==> src/rx_regs_pkg.sv <==
// Purpose: Shared constants for the receiver status and sync width bank
// Assumes: Byte-wide registers on a plain address/strobe port
// Notes:   Offsets are byte addresses of the register port
package rx_regs_pkg;
   // ==========================================================
   // Register offsets
   localparam logic [7:0] OFF_PACKET_IDENTITY = 8'h2a;
   localparam logic [7:0] OFF_ERR_PROTOCOL    = 8'h2b;
   localparam logic [7:0] OFF_ERR_PHY         = 8'h2c;
   localparam logic [7:0] OFF_ERR_COMMAND     = 8'h2d;
   localparam logic [7:0] OFF_HSW_HIGH        = 8'h30;
   localparam logic [7:0] OFF_HSW_LOW         = 8'h31;
   localparam logic [7:0] OFF_VSW_HIGH        = 8'h32;
   localparam logic [7:0] OFF_VSW_LOW         = 8'h33;
   localparam logic [7:0] OFF_SYNC_CONFIG     = 8'h40;
   localparam logic [7:0] OFF_ERR_ENABLE_0    = 8'h41;
   localparam logic [7:0] OFF_ERR_ENABLE_1    = 8'h42;
   localparam logic [7:0] OFF_ERR_STATUS      = 8'h43;
   // ==========================================================
   // Reset values
   localparam logic [7:0] RST_HSW_LOW     = 8'h20;
   localparam logic [7:0] RST_VSW_LOW     = 8'h04;
   localparam logic [7:0] RST_ERR_ENABLE  = 8'hff;
   localparam logic [7:0] RST_SYNC_CONFIG = 8'h01;
   // ==========================================================
   // Field positions, pixel type range and error report masks
   localparam int VC_MSB          = 7;
   localparam int VC_LSB          = 6;
   localparam int TYPE_MSB        = 5;
   localparam int SYNC_PULSES_BIT = 0;
   localparam logic [3:0] PIXEL_TYPE_LO = 4'hb;
   localparam logic [3:0] PIXEL_TYPE_HI = 4'he;
   localparam logic [7:0] PROT_MASK  = 8'hbf;
   localparam logic [7:0] PHY_MASK   = 8'h7f;
   localparam logic [7:0] CMD_MASK   = 8'h07;
endpackage

==> src/rx_status_sync_regs.sv <==
// Purpose: Receiver packet identity, error report and sync width bank
// Assumes: Protocol logic gives header strobes and error pulses
// Notes:   Reads answer one cycle after the read strobe
//
// Design decision made here: the strobed register port.
`timescale 1ns/10ps
module rx_status_sync_regs
#(
   parameter int WIDTH_BITS = 10
)
(
   input  wire logic       clk,
   input  wire logic       resetn,
   input  wire logic [7:0] reg_addr,
   input  wire logic [7:0] reg_wdata,
   input  wire logic       reg_write,
   input  wire logic       reg_read,
   output logic      [7:0] reg_rdata,
   input  wire logic       header_valid,
   input  wire logic [1:0] header_channel,
   input  wire logic [5:0] packet_type_code,
   input  wire logic [7:0] protocol_errors,
   input  wire logic [7:0] phy_errors,
   input  wire logic [7:0] command_errors,
   input  wire logic       pixel_en,
   input  wire logic       hsync_event,
   input  wire logic       vsync_event,
   output logic            error_detected,
   output logic            hsync_gen,
   output logic            vsync_gen,
   output logic            hsync_pass,
   output logic            vsync_pass
);
   logic [7:0] identity_reg;
   logic [7:0] err_prot_reg;
   logic [7:0] err_phy_reg;
   logic [7:0] err_cmd_reg;
   logic [7:0] hsw_high_reg;
   logic [7:0] hsw_low_reg;
   logic [7:0] vsw_high_reg;
   logic [7:0] vsw_low_reg;
   logic [7:0] sync_cfg_reg;
   logic [7:0] err_en0_reg;
   logic [7:0] err_en1_reg;
   logic [7:0] rdata_next;
   logic       sync_events;
   logic       error_hit;
   logic       gen_h;
   logic       gen_v;
   logic [WIDTH_BITS-1:0] hsync_width;
   logic [WIDTH_BITS-1:0] vsync_width;

   // ==========================================================
   // Helpers
   function automatic logic is_pixel_type(input logic [5:0] code);
      is_pixel_type = (code[3:0] >= rx_regs_pkg::PIXEL_TYPE_LO)
                   && (code[3:0] <= rx_regs_pkg::PIXEL_TYPE_HI);
   endfunction

   function automatic logic wr_hit(input logic [7:0] off);
      wr_hit = reg_write && (reg_addr == off);
   endfunction

   // ==========================================================
   // Packet identity capture
   always_ff @(posedge clk or negedge resetn)
   begin
      if (!resetn)
         identity_reg <= 8'h00;
      else if (header_valid && is_pixel_type(packet_type_code))
         identity_reg <= {header_channel, packet_type_code};
   end

   // ==========================================================
   // Error report registers follow live error status
   always_ff @(posedge clk or negedge resetn)
   begin
      if (!resetn)
      begin
         err_prot_reg <= 8'h00;
         err_phy_reg  <= 8'h00;
         err_cmd_reg  <= 8'h00;
      end
      else
      begin
         err_prot_reg <= protocol_errors & rx_regs_pkg::PROT_MASK;
         err_phy_reg  <= phy_errors & rx_regs_pkg::PHY_MASK;
         err_cmd_reg  <= command_errors & rx_regs_pkg::CMD_MASK;
      end
   end

   // ==========================================================
   // Aggregate error status, gated by enables
   always_comb
   begin
      error_hit = 1'b0;
      // Enable 0: bit7 ecc1, bit4 lp sync, 3 timeout, 2 escape, 1 sot sync,
      // 0 sot
      error_hit = (err_en0_reg[7] && protocol_errors[0])
               || (err_en0_reg[4] && phy_errors[4])
               || (err_en0_reg[3] && phy_errors[5])
               || (err_en0_reg[2] && phy_errors[3])
               || (err_en0_reg[1] && phy_errors[1])
               || (err_en0_reg[0] && phy_errors[0])
               || (err_en1_reg[6] && phy_errors[2])
               || (err_en1_reg[5] && protocol_errors[7])
               || (err_en1_reg[4] && protocol_errors[5])
               || (err_en1_reg[3] && protocol_errors[4])
               || (err_en1_reg[2] && protocol_errors[3])
               || (err_en1_reg[1] && protocol_errors[2])
               || (err_en1_reg[0] && protocol_errors[1]);
   end

   // Sticky flag, cleared on read; a new error wins over the clear
   always_ff @(posedge clk or negedge resetn)
   begin
      if (!resetn)
         error_detected <= 1'b0;
      else if (error_hit)
         error_detected <= 1'b1;
      else if (reg_read && reg_addr == rx_regs_pkg::OFF_ERR_STATUS)
         error_detected <= 1'b0;
   end

   // ==========================================================
   // Writable configuration
   always_ff @(posedge clk or negedge resetn)
   begin
      if (!resetn)
      begin
         hsw_high_reg <= 8'h00;
         hsw_low_reg  <= rx_regs_pkg::RST_HSW_LOW;
         vsw_high_reg <= 8'h00;
         vsw_low_reg  <= rx_regs_pkg::RST_VSW_LOW;
      end
      else
      begin
         if (wr_hit(rx_regs_pkg::OFF_HSW_HIGH))
            hsw_high_reg <= {6'h00, reg_wdata[1:0]};
         if (wr_hit(rx_regs_pkg::OFF_HSW_LOW))
            hsw_low_reg <= reg_wdata;
         if (wr_hit(rx_regs_pkg::OFF_VSW_HIGH))
            vsw_high_reg <= {6'h00, reg_wdata[1:0]};
         if (wr_hit(rx_regs_pkg::OFF_VSW_LOW))
            vsw_low_reg <= reg_wdata;
      end
   end

   always_ff @(posedge clk or negedge resetn)
   begin
      if (!resetn)
      begin
         sync_cfg_reg <= rx_regs_pkg::RST_SYNC_CONFIG;
         err_en0_reg  <= rx_regs_pkg::RST_ERR_ENABLE;
         err_en1_reg  <= {1'b0, rx_regs_pkg::RST_ERR_ENABLE[6:0]};
      end
      else
      begin
         if (wr_hit(rx_regs_pkg::OFF_SYNC_CONFIG))
            sync_cfg_reg <= {7'h00, reg_wdata[0]};
         if (wr_hit(rx_regs_pkg::OFF_ERR_ENABLE_0))
            err_en0_reg <= reg_wdata;
         if (wr_hit(rx_regs_pkg::OFF_ERR_ENABLE_1))
            err_en1_reg <= {1'b0, reg_wdata[6:0]};
      end
   end

   // ==========================================================
   // Read port
   always_comb
   begin
      case (reg_addr)
         rx_regs_pkg::OFF_PACKET_IDENTITY: rdata_next = identity_reg;
         rx_regs_pkg::OFF_ERR_PROTOCOL:    rdata_next = err_prot_reg;
         rx_regs_pkg::OFF_ERR_PHY:         rdata_next = err_phy_reg;
         rx_regs_pkg::OFF_ERR_COMMAND:     rdata_next = err_cmd_reg;
         rx_regs_pkg::OFF_HSW_HIGH:        rdata_next = hsw_high_reg;
         rx_regs_pkg::OFF_HSW_LOW:         rdata_next = hsw_low_reg;
         rx_regs_pkg::OFF_VSW_HIGH:        rdata_next = vsw_high_reg;
         rx_regs_pkg::OFF_VSW_LOW:         rdata_next = vsw_low_reg;
         rx_regs_pkg::OFF_SYNC_CONFIG:     rdata_next = sync_cfg_reg;
         rx_regs_pkg::OFF_ERR_ENABLE_0:    rdata_next = err_en0_reg;
         rx_regs_pkg::OFF_ERR_ENABLE_1:    rdata_next = err_en1_reg;
         rx_regs_pkg::OFF_ERR_STATUS:      rdata_next = {7'h00, error_detected};
         default:                          rdata_next = 8'h00;
      endcase
   end

   always_ff @(posedge clk or negedge resetn)
   begin
      if (!resetn)
         reg_rdata <= 8'h00;
      else if (reg_read)
         reg_rdata <= rdata_next;
      else
         reg_rdata <= 8'h00;
   end

   // ==========================================================
   // Sync generation
   assign sync_events = !sync_cfg_reg[rx_regs_pkg::SYNC_PULSES_BIT];
   assign hsync_width = {hsw_high_reg[1:0], hsw_low_reg};
   assign vsync_width = {vsw_high_reg[1:0], vsw_low_reg};

   sync_pulse_gen #(
      .WIDTH_BITS (WIDTH_BITS)
   ) u_gen (
      .clk         (clk),
      .resetn      (resetn),
      .pixel_en    (pixel_en),
      .hsync_event (hsync_event && sync_events),
      .vsync_event (vsync_event && sync_events),
      .hsync_width (hsync_width),
      .vsync_width (vsync_width),
      .hsync_out   (gen_h),
      .vsync_out   (gen_v)
   );

   always_ff @(posedge clk or negedge resetn)
   begin
      if (!resetn)
      begin
         hsync_gen  <= 1'b0;
         vsync_gen  <= 1'b0;
         hsync_pass <= 1'b0;
         vsync_pass <= 1'b0;
      end
      else
      begin
         hsync_gen  <= gen_h;
         vsync_gen  <= gen_v;
         hsync_pass <= hsync_event && !sync_events;
         vsync_pass <= vsync_event && !sync_events;
      end
   end
endmodule // rx_status_sync_regs

==> src/sync_pulse_gen.sv <==
// Purpose: Sync pulse generator: hsync in pixels, vsync in lines
// Assumes: One pixel enable per pixel clock
// Notes:   Widths are sampled at pulse start
`timescale 1ns/10ps
module sync_pulse_gen
#(
   parameter int WIDTH_BITS = 10
)
(
   input  wire logic                  clk,
   input  wire logic                  resetn,
   input  wire logic                  pixel_en,
   input  wire logic                  hsync_event,
   input  wire logic                  vsync_event,
   input  wire logic [WIDTH_BITS-1:0] hsync_width,
   input  wire logic [WIDTH_BITS-1:0] vsync_width,
   output logic                       hsync_out,
   output logic                       vsync_out
);
   logic [WIDTH_BITS-1:0] h_count_reg;
   logic [WIDTH_BITS-1:0] v_count_reg;
   logic                  h_end;

   assign h_end = hsync_out && pixel_en && (h_count_reg <= 1);

   // ==========================================================
   // Horizontal pulse, counted in pixel clocks
   always_ff @(posedge clk or negedge resetn)
   begin
      if (!resetn)
      begin
         hsync_out   <= 1'b0;
         h_count_reg <= '0;
      end
      else if (hsync_event && hsync_width != '0)
      begin
         hsync_out   <= 1'b1;
         h_count_reg <= hsync_width;
      end
      else if (hsync_out && pixel_en)
      begin
         h_count_reg <= h_count_reg - 1'b1;
         if (h_count_reg <= 1)
            hsync_out <= 1'b0;
      end
   end

   // ==========================================================
   // Vertical pulse, counted in hsync pulses
   always_ff @(posedge clk or negedge resetn)
   begin
      if (!resetn)
      begin
         vsync_out   <= 1'b0;
         v_count_reg <= '0;
      end
      else if (vsync_event && vsync_width != '0)
      begin
         vsync_out   <= 1'b1;
         v_count_reg <= vsync_width;
      end
      else if (vsync_out && h_end)
      begin
         v_count_reg <= v_count_reg - 1'b1;
         if (v_count_reg <= 1)
            vsync_out <= 1'b0;
      end
   end
endmodule // sync_pulse_gen

==> config.mk <==
export PLATFORM = sky130hd
export DESIGN_NAME = rx_status_sync_regs
export DESIGN_NICKNAME = d
export VERILOG_FILES = /design/src/rx_regs_pkg.sv /design/src/rx_status_sync_regs.sv /design/src/sync_pulse_gen.sv
export SDC_FILE = /design/constraint.sdc
export NUM_CORES = 1
export LEC_CHECK = 0
export ABC_AREA = 1
export BUFFER_PORTS_ARGS = -buffer_cell sky130_fd_sc_hd__buf_2
export CORE_AREA = 2 2 110 112
export DETAILED_ROUTE_END_ITERATION = 7
export DIE_AREA = 0 0 112 114
export PLACE_DENSITY = 0.65
export SYNTH_ARGS = -nofsm -noshare
export SYNTH_HDL_FRONTEND = slang
export SYNTH_HIERARCHICAL = 1
export SYNTH_SLANG_ARGS = --single-unit
export TNS_END_PERCENT = 10
==> constraint.sdc <==
create_clock -name clk -period 2.55 [get_ports clk]
set_clock_uncertainty 0.15 [all_clocks]
set_input_delay 0.3825 -clock clk [delete_from_list [all_inputs] [get_ports clk]]
set_output_delay 0.3825 -clock clk [all_outputs]
set_load 0.02 [all_outputs]
==> results of run 1 <==
layer usage:
layer | routed length (um) | vias to the layer above | track usage [%]
met1 | 5500 | 2073 | 27.6
met2 | 5920 | 112 | 34.8
met4 | 240 | 0 | 7.97
met5 | 0 | - | 0
met3 | 483 | 21 | 2.98
li1 | - | 2134 | -
cell usage after synthesis (7+ instances only):
| cell | number |
|---|---|
| nand2_2 | 8 |
| nor2_4 | 10 |
| inv_1 | 60 |
| o21ai_1 | 13 |
| nand2_1 | 131 |
| nand3_1 | 123 |
| o21a_1 | 9 |
| dfrtp_1 | 78 |
| buf_6 | 7 |
| o21ai_0 | 32 |
| nor2_1 | 43 |
| dfstp_2 | 18 |
metrics by stage:
stage                     cells  hold slack (ns)  util, %  total power (uW)
after detailed placement    805            0.178     46.9              2270
after CTS                   830         0.000732     50.3              3700
after global placement      805            0.173     46.9              2250
after global routing        830         0.000149     50.3              3860
final                       830          0.00983     50.3              3660
after floorplan             611          -0.0631        -              2080
power breakdown:
part	switching, uW	internal, uW
sequential	91.1	1650
combinational	320	190
clock	627	779
how the worst max path moves through the flow:
stage	start	to	depth (start not counted)
finish	u_gen/h_count_reg[0]	u_gen/v_count_reg[0]	8
global route	u_gen/h_count_reg[0]	u_gen/v_count_reg[4]	8
CTS	u_gen/h_count_reg[0]	u_gen/v_count_reg[0]	8
detailed placement	reg_addr[7]	vsw_low_reg[3]	7
global placement	reg_addr[7]	vsw_low_reg[3]	7
floorplan	reg_addr[7]	hsw_low_reg[6]	7
kinds of logic (layout without fill, tap and decap cells):
group                    count (synthesis)  in the layout
multiplexers                            10             10
AND/OR/NAND/NOR                        345            345
adder cells (fa/ha/maj)                  4              4
XOR/XNOR                                 6              6
AO/OA/AOI/OAI                           65             65
flip-flops                              96             96
buffers and inverters                   85            157
layout make-up:
type	count	area share [%]
multi-input combinational	430	38.7
inverter	67	4.27
clock inverter	7	1.44
sequential	96	41.1
clock buffer	9	3.82
timing repair buffer	74	7.47
tap	147	3.12
worst max-delay path: cells and delay by family, from the launching register on:
family                   cells  cell delay, ns
AND/OR/NAND/NOR              6            0.90
flip-flops                   1            0.42
adder cells (fa/ha/maj)      1            0.24
buffers and inverters        1            0.11
repair_timing:
action	in CTS	in global routing
endpoints found under the hold margin	27	0
hold buffers	9	0
gates resized for setup	0	0
==> qor.csv, run 1 <==
stage,metric,value,unit
outcome,status,finished clean,
die,starting density of the core,43.6,%
timing,Least-Margin Pin Slew,0.573,ns
hold_path,Min-Delay Endpoint,err_phy_reg[1],
placed_design,dpl ws,0.547,ns
cts,Root Buffer,clkbuf_16,
grt,grt total ovfl,0,
setup_path,CP Capture Type,flip-flop,
pwr,Worst IR Drop VDD,0.372,mV
die,Die H,114,um
logic_synthesis,"Net Count, Synth",671,
detailed_routing,DR vias,4340,
logic_synthesis,Compound-Gate Fraction of Synth Area,7.23,%
placed_design,Port Buf Inserts,61,
logic_synthesis,post-synthesis adder-cell area fraction,0.980,%
final_layout,"leading cell type in the layout, fill and taps excluded",nand2_1,
timing,Tcrit/Tclk final,73.9,%
setup_path,WP data required,2.68,ns
logic_synthesis,XOR/XNOR share of the synthesized area,1.03,%
setup_path,Crit path top cell by count,nand2_1,
final_layout,"Area growth, synth to finish",15.4,%
logic_synthesis,Synth area leader,dfrtp_1,
hold_path,worst hold start,phy_errors[1],
setup_path,"Critical Path, Cell by Cell",inv_1 -> ha_1 -> nor2_1 -> nor2_2 -> nand4_2 -> nand2_2 -> nand2_1 -> nand2_1,
detailed_routing,antenna-violating nets left,0,
final_layout,fillers,1139,
timing,RSZ-0062 raised after global routing,no,
logic_synthesis,Synth Flop Type,dfrtp_1,
setup_path,crit path max fanout,11,
cts,cts bufs inserted,9,
hold_path,HP Class,input port to flip-flop,
setup_path,RR Startpoint,u_gen/h_count_reg[0],
die,Die Area,12800,sq um
logic_synthesis,Yosys top cell area share,38.2,%
final_layout,layout cells sized above 1,22.1,%
timing,Final Max Slew Viols,0,
setup_path,r2r worst-path depth,8,
placed_design,Final Wtd Congestion,0.872,
detailed_routing,Routed WL,12.1,mm
final_layout,most frequent cells in the layout,"131 x nand2_1, 123 x nand3_1, 78 x dfrtp_1",
placed_design,dpl hpwl,9.17,mm
detailed_routing,residual DRC count,0,
logic_synthesis,Synth Instances,611,
cts,TritonCTS Sinks,96,
timing,Final setup viols,0,
logic_synthesis,largest family of logic cells by synthesized area,simple AND/OR/NAND/NOR gates,
setup_path,Crit-path slowest cell,dfrtp_1,
timing,Final Hold Viols,0,
cts,Post-CTS Setup Bufs,0,
timing,min Tclk post-route,1.88,ns
timing,fmax,0.531,GHz
logic_synthesis,synthesis-stage register bit count,96,
logic_synthesis,asr flop ratio synth,100,%
timing,fin worst setup slack,0.665,ns
detailed_routing,1st-iter DRT viols,248,
die,# IOs,69,
timing,worst relative slew slack,61.7,%
cts,htree depth,3,
setup_path,max incr delay on CP,0.42,ns
timing,Final TNS setup,0,ns
logic_synthesis,"EDFF count, synth",0,
cts,CTS tree,done,
detailed_routing,drt pass-1 iters,5,
final_layout,Ant. Diodes,0,
grt,largest net degree at the start of global routing,47,
grt,first-pass GRT wire length,21.0,mm
hold_path,WHS Path Cells,1,
pwr,Pwr Density,620,nW/um^2
grt,antenna violations before repair,0,
setup_path,Worst Setup Start Kind,flip-flop,
die,Horiz. Die Dim,112,um
detailed_routing,DR WL/cell,14.6,um
logic_synthesis,Synth area leaders,"dfrtp_1 38%, nand3_1 12%, nand2_1 9.6%",
detailed_routing,vias per inst,5.23,
grt,GRT Total Usage,20.8,%
logic_synthesis,Post-Synth Simple-Gate Area,32.8,%
cts,Worst-Skew Late Latency,0.35,ns
run,Max-cap violations,0,
die,Std-Cell Rows,40,
final_layout,Register Area,2420,sq um
logic_synthesis,Syn Area/Cell,8.36,sq um
setup_path,worst reg2reg endpoint,u_gen/v_count_reg[0],
logic_synthesis,post-synth cell types,38,
logic_synthesis,Ys Warns,6,
die,core area,11700,sq um
placed_design,DP Area,5490,sq um
setup_path,critical path arrival,2.02,ns
grt,vias in the first global route,4245,
logic_synthesis,portion of netlist area occupied by mux cells,2.65,%
setup_path,reg2reg setup slack,0.67,ns
logic_synthesis,synthesized area,5110,sq um
cts,Max Buffers Root-to-Sink,2,
cts,"Reg clk slew, reported paths",0.07,ns
final_layout,"final std cell area, no fill",5890,sq um
setup_path,Crit Path Category,flip-flop to flip-flop,
final_layout,Multi-input gate area,2280,sq um
final_layout,Nets,738,
pwr,Lkg Pwr,0.00294,uW
logic_synthesis,sequential area share after synthesis,47.5,%
Power figures use the tool's default switching activity.
==> inputs of run 2 (changes only) <==
--- a/config.mk
+++ b/config.mk
@@ -5,12 +5,12 @@
 export SDC_FILE = /design/constraint.sdc
 export NUM_CORES = 1
 export LEC_CHECK = 0
-export ABC_AREA = 1
+export ABC_AREA = 0
 export BUFFER_PORTS_ARGS = -buffer_cell sky130_fd_sc_hd__buf_2
-export CORE_AREA = 2 2 110 112
+export CORE_AREA = 2 2 107 109
 export DETAILED_ROUTE_END_ITERATION = 7
-export DIE_AREA = 0 0 112 114
-export PLACE_DENSITY = 0.65
+export DIE_AREA = 0 0 109 111
+export PLACE_DENSITY = 0.67
 export SYNTH_ARGS = -nofsm -noshare
 export SYNTH_HDL_FRONTEND = slang
 export SYNTH_HIERARCHICAL = 1
==> constraint.sdc (replaced) <==
create_clock -name clk -period 1.7 [get_ports clk]
set_clock_uncertainty 0.15 [all_clocks]
set_input_delay 0.255 -clock clk [delete_from_list [all_inputs] [get_ports clk]]
set_output_delay 0.255 -clock clk [all_outputs]
set_load 0.02 [all_outputs]
==> qor.csv, run 2 <==
stage,metric,value,unit,change
run,Max-cap violations,0,,unchanged
logic_synthesis,top-count cell post-synth,dfrtp_1,,was nand2_1
cts,"Reg clk slew, reported paths",0.07,ns,about the same
pwr,Worst IR Drop VDD,0.578,mV,was 0.372 mV
setup_path,max incr delay on CP,0.54,ns,was 0.42 ns
detailed_routing,Routed WL,13.3,mm,was 12.1 mm
outcome,status,"complete, but fails checks",,was finished clean
hold_path,HP Class,input port to flip-flop,,unchanged
setup_path,"Critical Path, Cell by Cell",or4_4 -> o41ai_4 -> buf_12 -> o311a_1 -> a221o_2,,was inv_1 -> ha_1 -> nor2_1 -> nor2_2 -> nand4_2 -> nand2_2 -> nand2_1 -> nand2_1
logic_synthesis,Yosys top cell area share,40.7,%,was 38.2%
timing,fmax,0.511,GHz,was 0.531 GHz
outcome,failing checks,setup timing,,
setup_path,WP buf/inv,1,,unchanged
timing,Final setup viols,12,,was 0
logic_synthesis,asr flop ratio synth,100,%,unchanged
cts,htree depth,3,,unchanged
die,Die H,111,um,was 114 um
setup_path,Worst Setup Start Kind,flip-flop,,unchanged
timing,worst relative slew slack,68.1,%,was 61.7%
grt,vias in the first global route,4249,,was 4245
detailed_routing,vias per inst,5.57,,was 5.23
detailed_routing,metal2 WL,6.41,mm,was 5.92 mm
setup_path,Crit-path slowest cell,or4_4,,was dfrtp_1
grt,largest net degree at the start of global routing,65,,was 47
grt,GRT Total Usage,23.4,%,was 20.8%
setup_path,Crit Path Category,flip-flop to flip-flop,,unchanged
placed_design,Final Wtd Congestion,0.896,,was 0.872
logic_synthesis,"EDFF count, synth",0,,unchanged
grt,antenna violations before repair,0,,unchanged
logic_synthesis,synthesized area,4790,sq um,was 5110 sq um
setup_path,crit path max fanout,21,,was 11
timing,fin worst setup slack,-0.257,ns,was 0.665 ns
final_layout,"Area growth, synth to finish",35.6,%,was 15.4%
setup_path,CP Capture Type,flip-flop,,unchanged
placed_design,DP Area,5800,sq um,was 5490 sq um
final_layout,Ant. Diodes,0,,unchanged
grt,first-pass GRT wire length,21.8,mm,was 21.0 mm
placed_design,Port Buf Inserts,61,,unchanged
setup_path,"Largest delay share family, worst path",compound AO/OA/AOI/OAI gates,,was simple AND/OR/NAND/NOR gates
cts,cts bufs inserted,9,,unchanged
timing,Tcrit/Tclk final,115,%,was 73.9%
logic_synthesis,Ys Warns,6,,unchanged
final_layout,post-route insts no fill,725,,was 830
pwr,Pwr Density,1160,nW/um^2,was 620 nW/um^2
grt,grt total ovfl,0,,unchanged
timing,min Tclk post-route,1.96,ns,was 1.88 ns
die,# IOs,69,,unchanged
detailed_routing,Metal-1 WL,5.87,mm,was 5.50 mm
logic_synthesis,synthesis-stage register bit count,96,,unchanged
setup_path,critical path arrival,2.10,ns,was 2.02 ns
pwr,Lkg Pwr,0.00288,uW,was 0.00294 uW
logic_synthesis,synth cell count leaders,"78 x dfrtp_1, 38 x mux2_2, 32 x nand2_1",,"was 131 x nand2_1, 123 x nand3_1, 78 x dfrtp_1"
cts,Root Buffer,clkbuf_16,,unchanged
final_layout,layout cells sized above 1,43.1,%,was 22.1%
cts,Worst-Skew Late Latency,0.35,ns,about the same
detailed_routing,antenna-violating nets left,0,,unchanged
detailed_routing,DR vias,4036,,was 4340
timing,Least-Margin Pin Slew,0.473,ns,was 0.573 ns
detailed_routing,DR WL/cell,18.4,um,was 14.6 um
timing,Final Hold Viols,0,,unchanged
logic_synthesis,post-synth cell types,68,,was 38
logic_synthesis,"Net Count, Synth",483,,was 671
final_layout,Nets,637,,was 738
timing,RSZ-0062 raised after global routing,yes,,was no
detailed_routing,residual DRC count,0,,unchanged
final_layout,"leading cell type in the layout, fill and taps excluded",dfrtp_1,,was nand2_1
timing,Final Max Slew Viols,0,,unchanged
placed_design,dpl hpwl,9.68,mm,was 9.17 mm
die,core area,11100,sq um,was 11700 sq um
detailed_routing,met3 wire len,734,um,was 483 um
cts,TritonCTS Sinks,96,,unchanged
logic_synthesis,Syn Area/Cell,11.3,sq um,was 8.36 sq um
logic_synthesis,Synth Flop Type,dfrtp_1,,unchanged
detailed_routing,1st-iter DRT viols,400,,was 248
detailed_routing,drt pass-1 iters,5,,unchanged
die,Die Area,12100,sq um,was 12800 sq um
logic_synthesis,Synth area leader,dfrtp_1,,unchanged
cts,Max Buffers Root-to-Sink,2,,unchanged
logic_synthesis,Synth area leaders,"dfrtp_1 41%, dfstp_2 9.9%, mux2_2 8.9%",,"was dfrtp_1 38%, nand3_1 12%, nand2_1 9.6%"
setup_path,WP data required,1.84,ns,was 2.68 ns
timing,Final TNS setup,-2.22,ns,was 0 ns
logic_synthesis,sequential area share after synthesis,50.6,%,was 47.5%
die,Std-Cell Rows,39,,was 40
logic_synthesis,Synth Instances,423,,was 611
final_layout,most frequent cells in the layout,"78 x dfrtp_1, 73 x buf_4, 60 x buf_2",,"was 131 x nand2_1, 123 x nand3_1, 78 x dfrtp_1"
die,Horiz. Die Dim,109,um,was 112 um
cts,CTS tree,done,,unchanged
die,starting density of the core,43.3,%,was 43.6%
final_layout,"final std cell area, no fill",6500,sq um,was 5890 sq um
placed_design,Inst Count DP,682,,was 805
detailed_routing,Max Used Layer,met4,,unchanged
-- run 2: cell count changes after synthesis, sizes merged, moves of 9 or more --
cell and change:
nor3 +15, nand2 -109, a22oi +9, mux2 +28
nand3 -115, a31oi +14, nor4 +14, o21ai -17
inv -47, nor2 -41
-- run 2: timing repair --
action	in CTS	in global routing
setup endpoints to repair	21	17
pin swaps	2	2
endpoints found under the hold margin	100	0
buffers inserted	3	1
hold buffers	23	0
gates resized for setup	8	13
-- run 2: power breakdown --
group	internal [uW]	switching (uW)	total [uW]	leakage, uW
clock network	1450	904	2350	0.000167
logic	1190	1130	2320	0.00156
registers	2650	243	2890	0.00116
total	5290	2280	7570	0.00288
-- run 2: worst paths after layout --
check	from	to	slack, ns	depth (start not counted)
worst max-delay path	vsw_low_reg[2]	u_gen/v_count_reg[9]	-0.26	5
min in group asynchronous	resetn	u_gen/v_count_reg[1]	0.10	2
worst min-delay path	packet_type_code[0]	identity_reg[0]	0.003	2
max in group asynchronous	resetn	err_en0_reg[1]	0.75	3
worst min register to register	identity_reg[3]	identity_reg[3]	0.34	1
worst max register to register	vsw_low_reg[2]	u_gen/v_count_reg[9]	-0.26	5
-- run 2: stage by stage --
stage | hold WS [ns] | total power, uW | setup WS (ns) | utilization, %
after detailed placement | -0.0818 | 4950 | -0.308 | 52.3
final | 0.00347 | 7570 | -0.257 | 58.7
after floorplan | -0.191 | 4020 | -0.168 | -
after global placement | -0.0810 | 4870 | -0.227 | 52.3
after CTS | 0.00204 | 7450 | -0.250 | 58.1
after global routing | 0.00634 | 7930 | -0.300 | 58.7
-- run 2: layer usage --
layer | vias to the layer above | GRT usage [%]
met1 | 1983 | 32.8
li1 | 1871 | -
met2 | 152 | 36.6
met3 | 30 | 3.47
met5 | - | 0
met4 | 0 | 8.80
-- run 2: worst register-to-register path, delay by kind of cell (launching register included) --
family,cells,cell delay (ns)
flip-flops,1,0.37
AND/OR/NAND/NOR,1,0.54
buffers and inverters,1,0.21
AO/OA/AOI/OAI,3,0.64
-- run 2: final cells by class --
type	count	area, sq um
fill	894	4580
sequential	96	2420
multi-input combinational	288	2280
timing repair buffer	163	1200
clock buffer	10	229
tap	143	179
clock inverter	6	116
inverter	19	71.3
-- run 2: cell families (layout without fill, tap and decap cells) --
logic type / Yosys count / after routing / share of synthesized area, %
simple gates: 142 / 142 / 18.4
flops: 96 / 96 / 50.6
compound gates: 83 / 83 / 12.7
mux: 47 / 47 / 11.1
buf+inv: 39 / 198 / 4.10
xor+xnor: 12 / 12 / 2.19
fa+ha+maj: 4 / 4 / 1.04
==> inputs of run 3 (changes only) <==
--- a/config.mk
+++ b/config.mk
@@ -11,6 +11,7 @@
 export DETAILED_ROUTE_END_ITERATION = 7
 export DIE_AREA = 0 0 109 111
 export PLACE_DENSITY = 0.67
+export RECOVER_POWER = 25
 export SYNTH_ARGS = -nofsm -noshare
 export SYNTH_HDL_FRONTEND = slang
 export SYNTH_HIERARCHICAL = 1
==> qor.csv, run 3 (same netlist as run 2, synthesis figures left out) <==
stage,metric,value,unit,change
outcome,status,"complete, but fails checks",,unchanged
outcome,failing checks,setup timing,,unchanged
final_layout,"leading cell type in the layout, fill and taps excluded",dfrtp_1,,unchanged
placed_design,Port Buf Inserts,61,,unchanged
placed_design,dpl hpwl,9.68,mm,unchanged
timing,Least-Margin Pin Slew,0.570,ns,was 0.473 ns
timing,Final Hold Viols,0,,unchanged
timing,fmax,0.512,GHz,was 0.511 GHz
die,Std-Cell Rows,39,,unchanged
timing,Tcrit/Tclk final,115,%,about the same
die,Horiz. Die Dim,109,um,unchanged
setup_path,RR Startpoint,vsw_low_reg[2],,unchanged
die,core area,11100,sq um,unchanged
timing,worst relative slew slack,62.0,%,was 68.1%
grt,vias in the first global route,4249,,unchanged
setup_path,Worst Setup Start Kind,flip-flop,,unchanged
final_layout,"Area growth, synth to finish",34.9,%,was 35.6%
timing,min Tclk post-route,1.95,ns,was 1.96 ns
grt,GRT Total Usage,23.4,%,unchanged
detailed_routing,vias per inst,5.58,,was 5.57
cts,TritonCTS Sinks,96,,unchanged
cts,"Reg clk slew, reported paths",0.07,ns,about the same
grt,antenna violations before repair,0,,unchanged
pwr,Lkg Pwr,0.00284,uW,was 0.00288 uW
setup_path,WP data required,1.84,ns,about the same
final_layout,Ant. Diodes,0,,unchanged
die,Die H,111,um,unchanged
setup_path,max incr delay on CP,0.54,ns,about the same
die,starting density of the core,43.3,%,unchanged
die,Die Area,12100,sq um,unchanged
cts,CTS tree,done,,unchanged
detailed_routing,antenna-violating nets left,0,,unchanged
final_layout,Nets,637,,unchanged
setup_path,crit path max fanout,21,,unchanged
cts,Max Buffers Root-to-Sink,2,,unchanged
pwr,Pwr Density,1170,nW/um^2,was 1160 nW/um^2
hold_path,HP Class,input port to flip-flop,,unchanged
setup_path,Worst Setup SP,vsw_low_reg[2],,unchanged
final_layout,most frequent cells in the layout,"78 x dfrtp_1, 69 x buf_4, 48 x buf_2",,"was 78 x dfrtp_1, 73 x buf_4, 60 x buf_2"
grt,first-pass GRT wire length,21.8,mm,unchanged
run,Max-cap violations,0,,unchanged
placed_design,Final Wtd Congestion,0.896,,unchanged
cts,Worst-Skew Late Latency,0.36,ns,was 0.35 ns
setup_path,CP Capture Type,flip-flop,,unchanged
grt,largest net degree at the start of global routing,65,,unchanged
cts,Root Buffer,clkbuf_16,,unchanged
pwr,total power draw,7550,uW,was 7570 uW
hold_path,worst hold start,packet_type_code[0],,unchanged
setup_path,Crit-path slowest cell,or4_4,,unchanged
grt,grt total ovfl,0,,unchanged
placed_design,dpl ws,-0.308,ns,unchanged
setup_path,Crit Path Category,flip-flop to flip-flop,,unchanged
timing,RSZ-0062 raised after global routing,yes,,unchanged
final_layout,layout cells sized above 1,40.5,%,was 43.1%
cts,cts bufs inserted,9,,unchanged
final_layout,fillers,905,,was 894
timing,fin worst setup slack,-0.254,ns,was -0.257 ns
setup_path,"Largest delay share family, worst path",compound AO/OA/AOI/OAI gates,,unchanged
setup_path,WP buf/inv,1,,unchanged
pwr,Worst IR Drop VDD,0.573,mV,was 0.578 mV
detailed_routing,Routed WL,13.3,mm,about the same
placed_design,DP Area,5800,sq um,unchanged
cts,htree depth,3,,unchanged
detailed_routing,DR vias,4044,,was 4036
die,# IOs,69,,unchanged
setup_path,"Critical Path, Cell by Cell",or4_4 -> o41ai_4 -> buf_12 -> o311a_1 -> a221o_2,,unchanged
detailed_routing,1st-iter DRT viols,429,,was 400
timing,Final Max Slew Viols,0,,unchanged
detailed_routing,residual DRC count,0,,unchanged
timing,Final setup viols,12,,unchanged
detailed_routing,DR WL/cell,18.4,um,about the same
final_layout,"final std cell area, no fill",6470,sq um,was 6500 sq um
setup_path,critical path arrival,2.09,ns,was 2.10 ns
detailed_routing,drt pass-1 iters,5,,unchanged
-- run 3: cell count changes in the layout (fill, tap and decap cells not counted) --
cell,before,now
and2_0,0,1
and2_1,2,1
buf_12,5,4
buf_2,60,48
buf_4,73,69
buf_6,2,3
clkbuf_1,1,16
clkbuf_4,0,1
-- run 3: routing by layer --
layer | share of wire [%] | routed length (um) | global-route usage (%)
met1 | 44 | 5870 | 32.8
met2 | 48 | 6410 | 36.6
met3 | 5.4 | 712 | 3.47
met4 | 2.3 | 310 | 8.80
met5 | 0 | 0 | 0
-- run 3: cell type report --
class / instances / area, sq um / area share (%)
sequential: 96 / 2420 / 37.5
multi-input combinational: 288 / 2280 / 35.3
timing repair buffer: 163 / 1170 / 18.0
clock buffer: 10 / 229 / 3.54
tap: 143 / 179 / 2.77
clock inverter: 6 / 116 / 1.80
inverter: 19 / 71.3 / 1.10
-- run 3: worst paths after layout --
check	end	slack [ns]	depth (start not counted)
min in group asynchronous	u_gen/v_count_reg[1]	0.16	2
worst min register to register	identity_reg[3]	0.34	1
worst max register to register	u_gen/v_count_reg[9]	-0.25	5
worst max-delay path	u_gen/v_count_reg[9]	-0.25	5
max in group asynchronous	err_prot_reg[3]	0.40	3
worst min-delay path	identity_reg[0]	0.004	2
-- run 3: stage by stage --
step	hold WS (ns)	cells	setup TNS (ns)	utilization (%)
3_3_place_gp	-0.0810	682	-9.10	52.3
3_5_place_dp	-0.0818	682	-10.81	52.3
2_1_floorplan	-0.191	423	-1.41	-
4_1_cts	0.00204	724	-2.25	58.1
6_report	0.00373	725	-2.20	58.4
5_1_grt	0.00634	725	-3.11	58.4
-- run 3: timing repair --
item,CTS,global route
pin swaps,2,2
endpoints found under the setup margin,21,17
resized for setup,8,13
setup buffers,3,1
cloned,0,0
endpoints found under the hold margin,100,0
hold buffers,23,0
-- run 3: power by group --
group | internal [uW] | switching (uW) | leakage [uW] | total, uW
combinational | 1170 | 1140 | 0.00151 | 2310
clock | 1450 | 906 | 0.000167 | 2360
sequential | 2650 | 242 | 0.00116 | 2890
-- run 3: worst reg2reg max path, delay by kind of cell (launching register included) --
family,cells,cell delay (ns)
flops,1,0.37
compound gates,3,0.64
simple gates,1,0.54
buf+inv,1,0.20
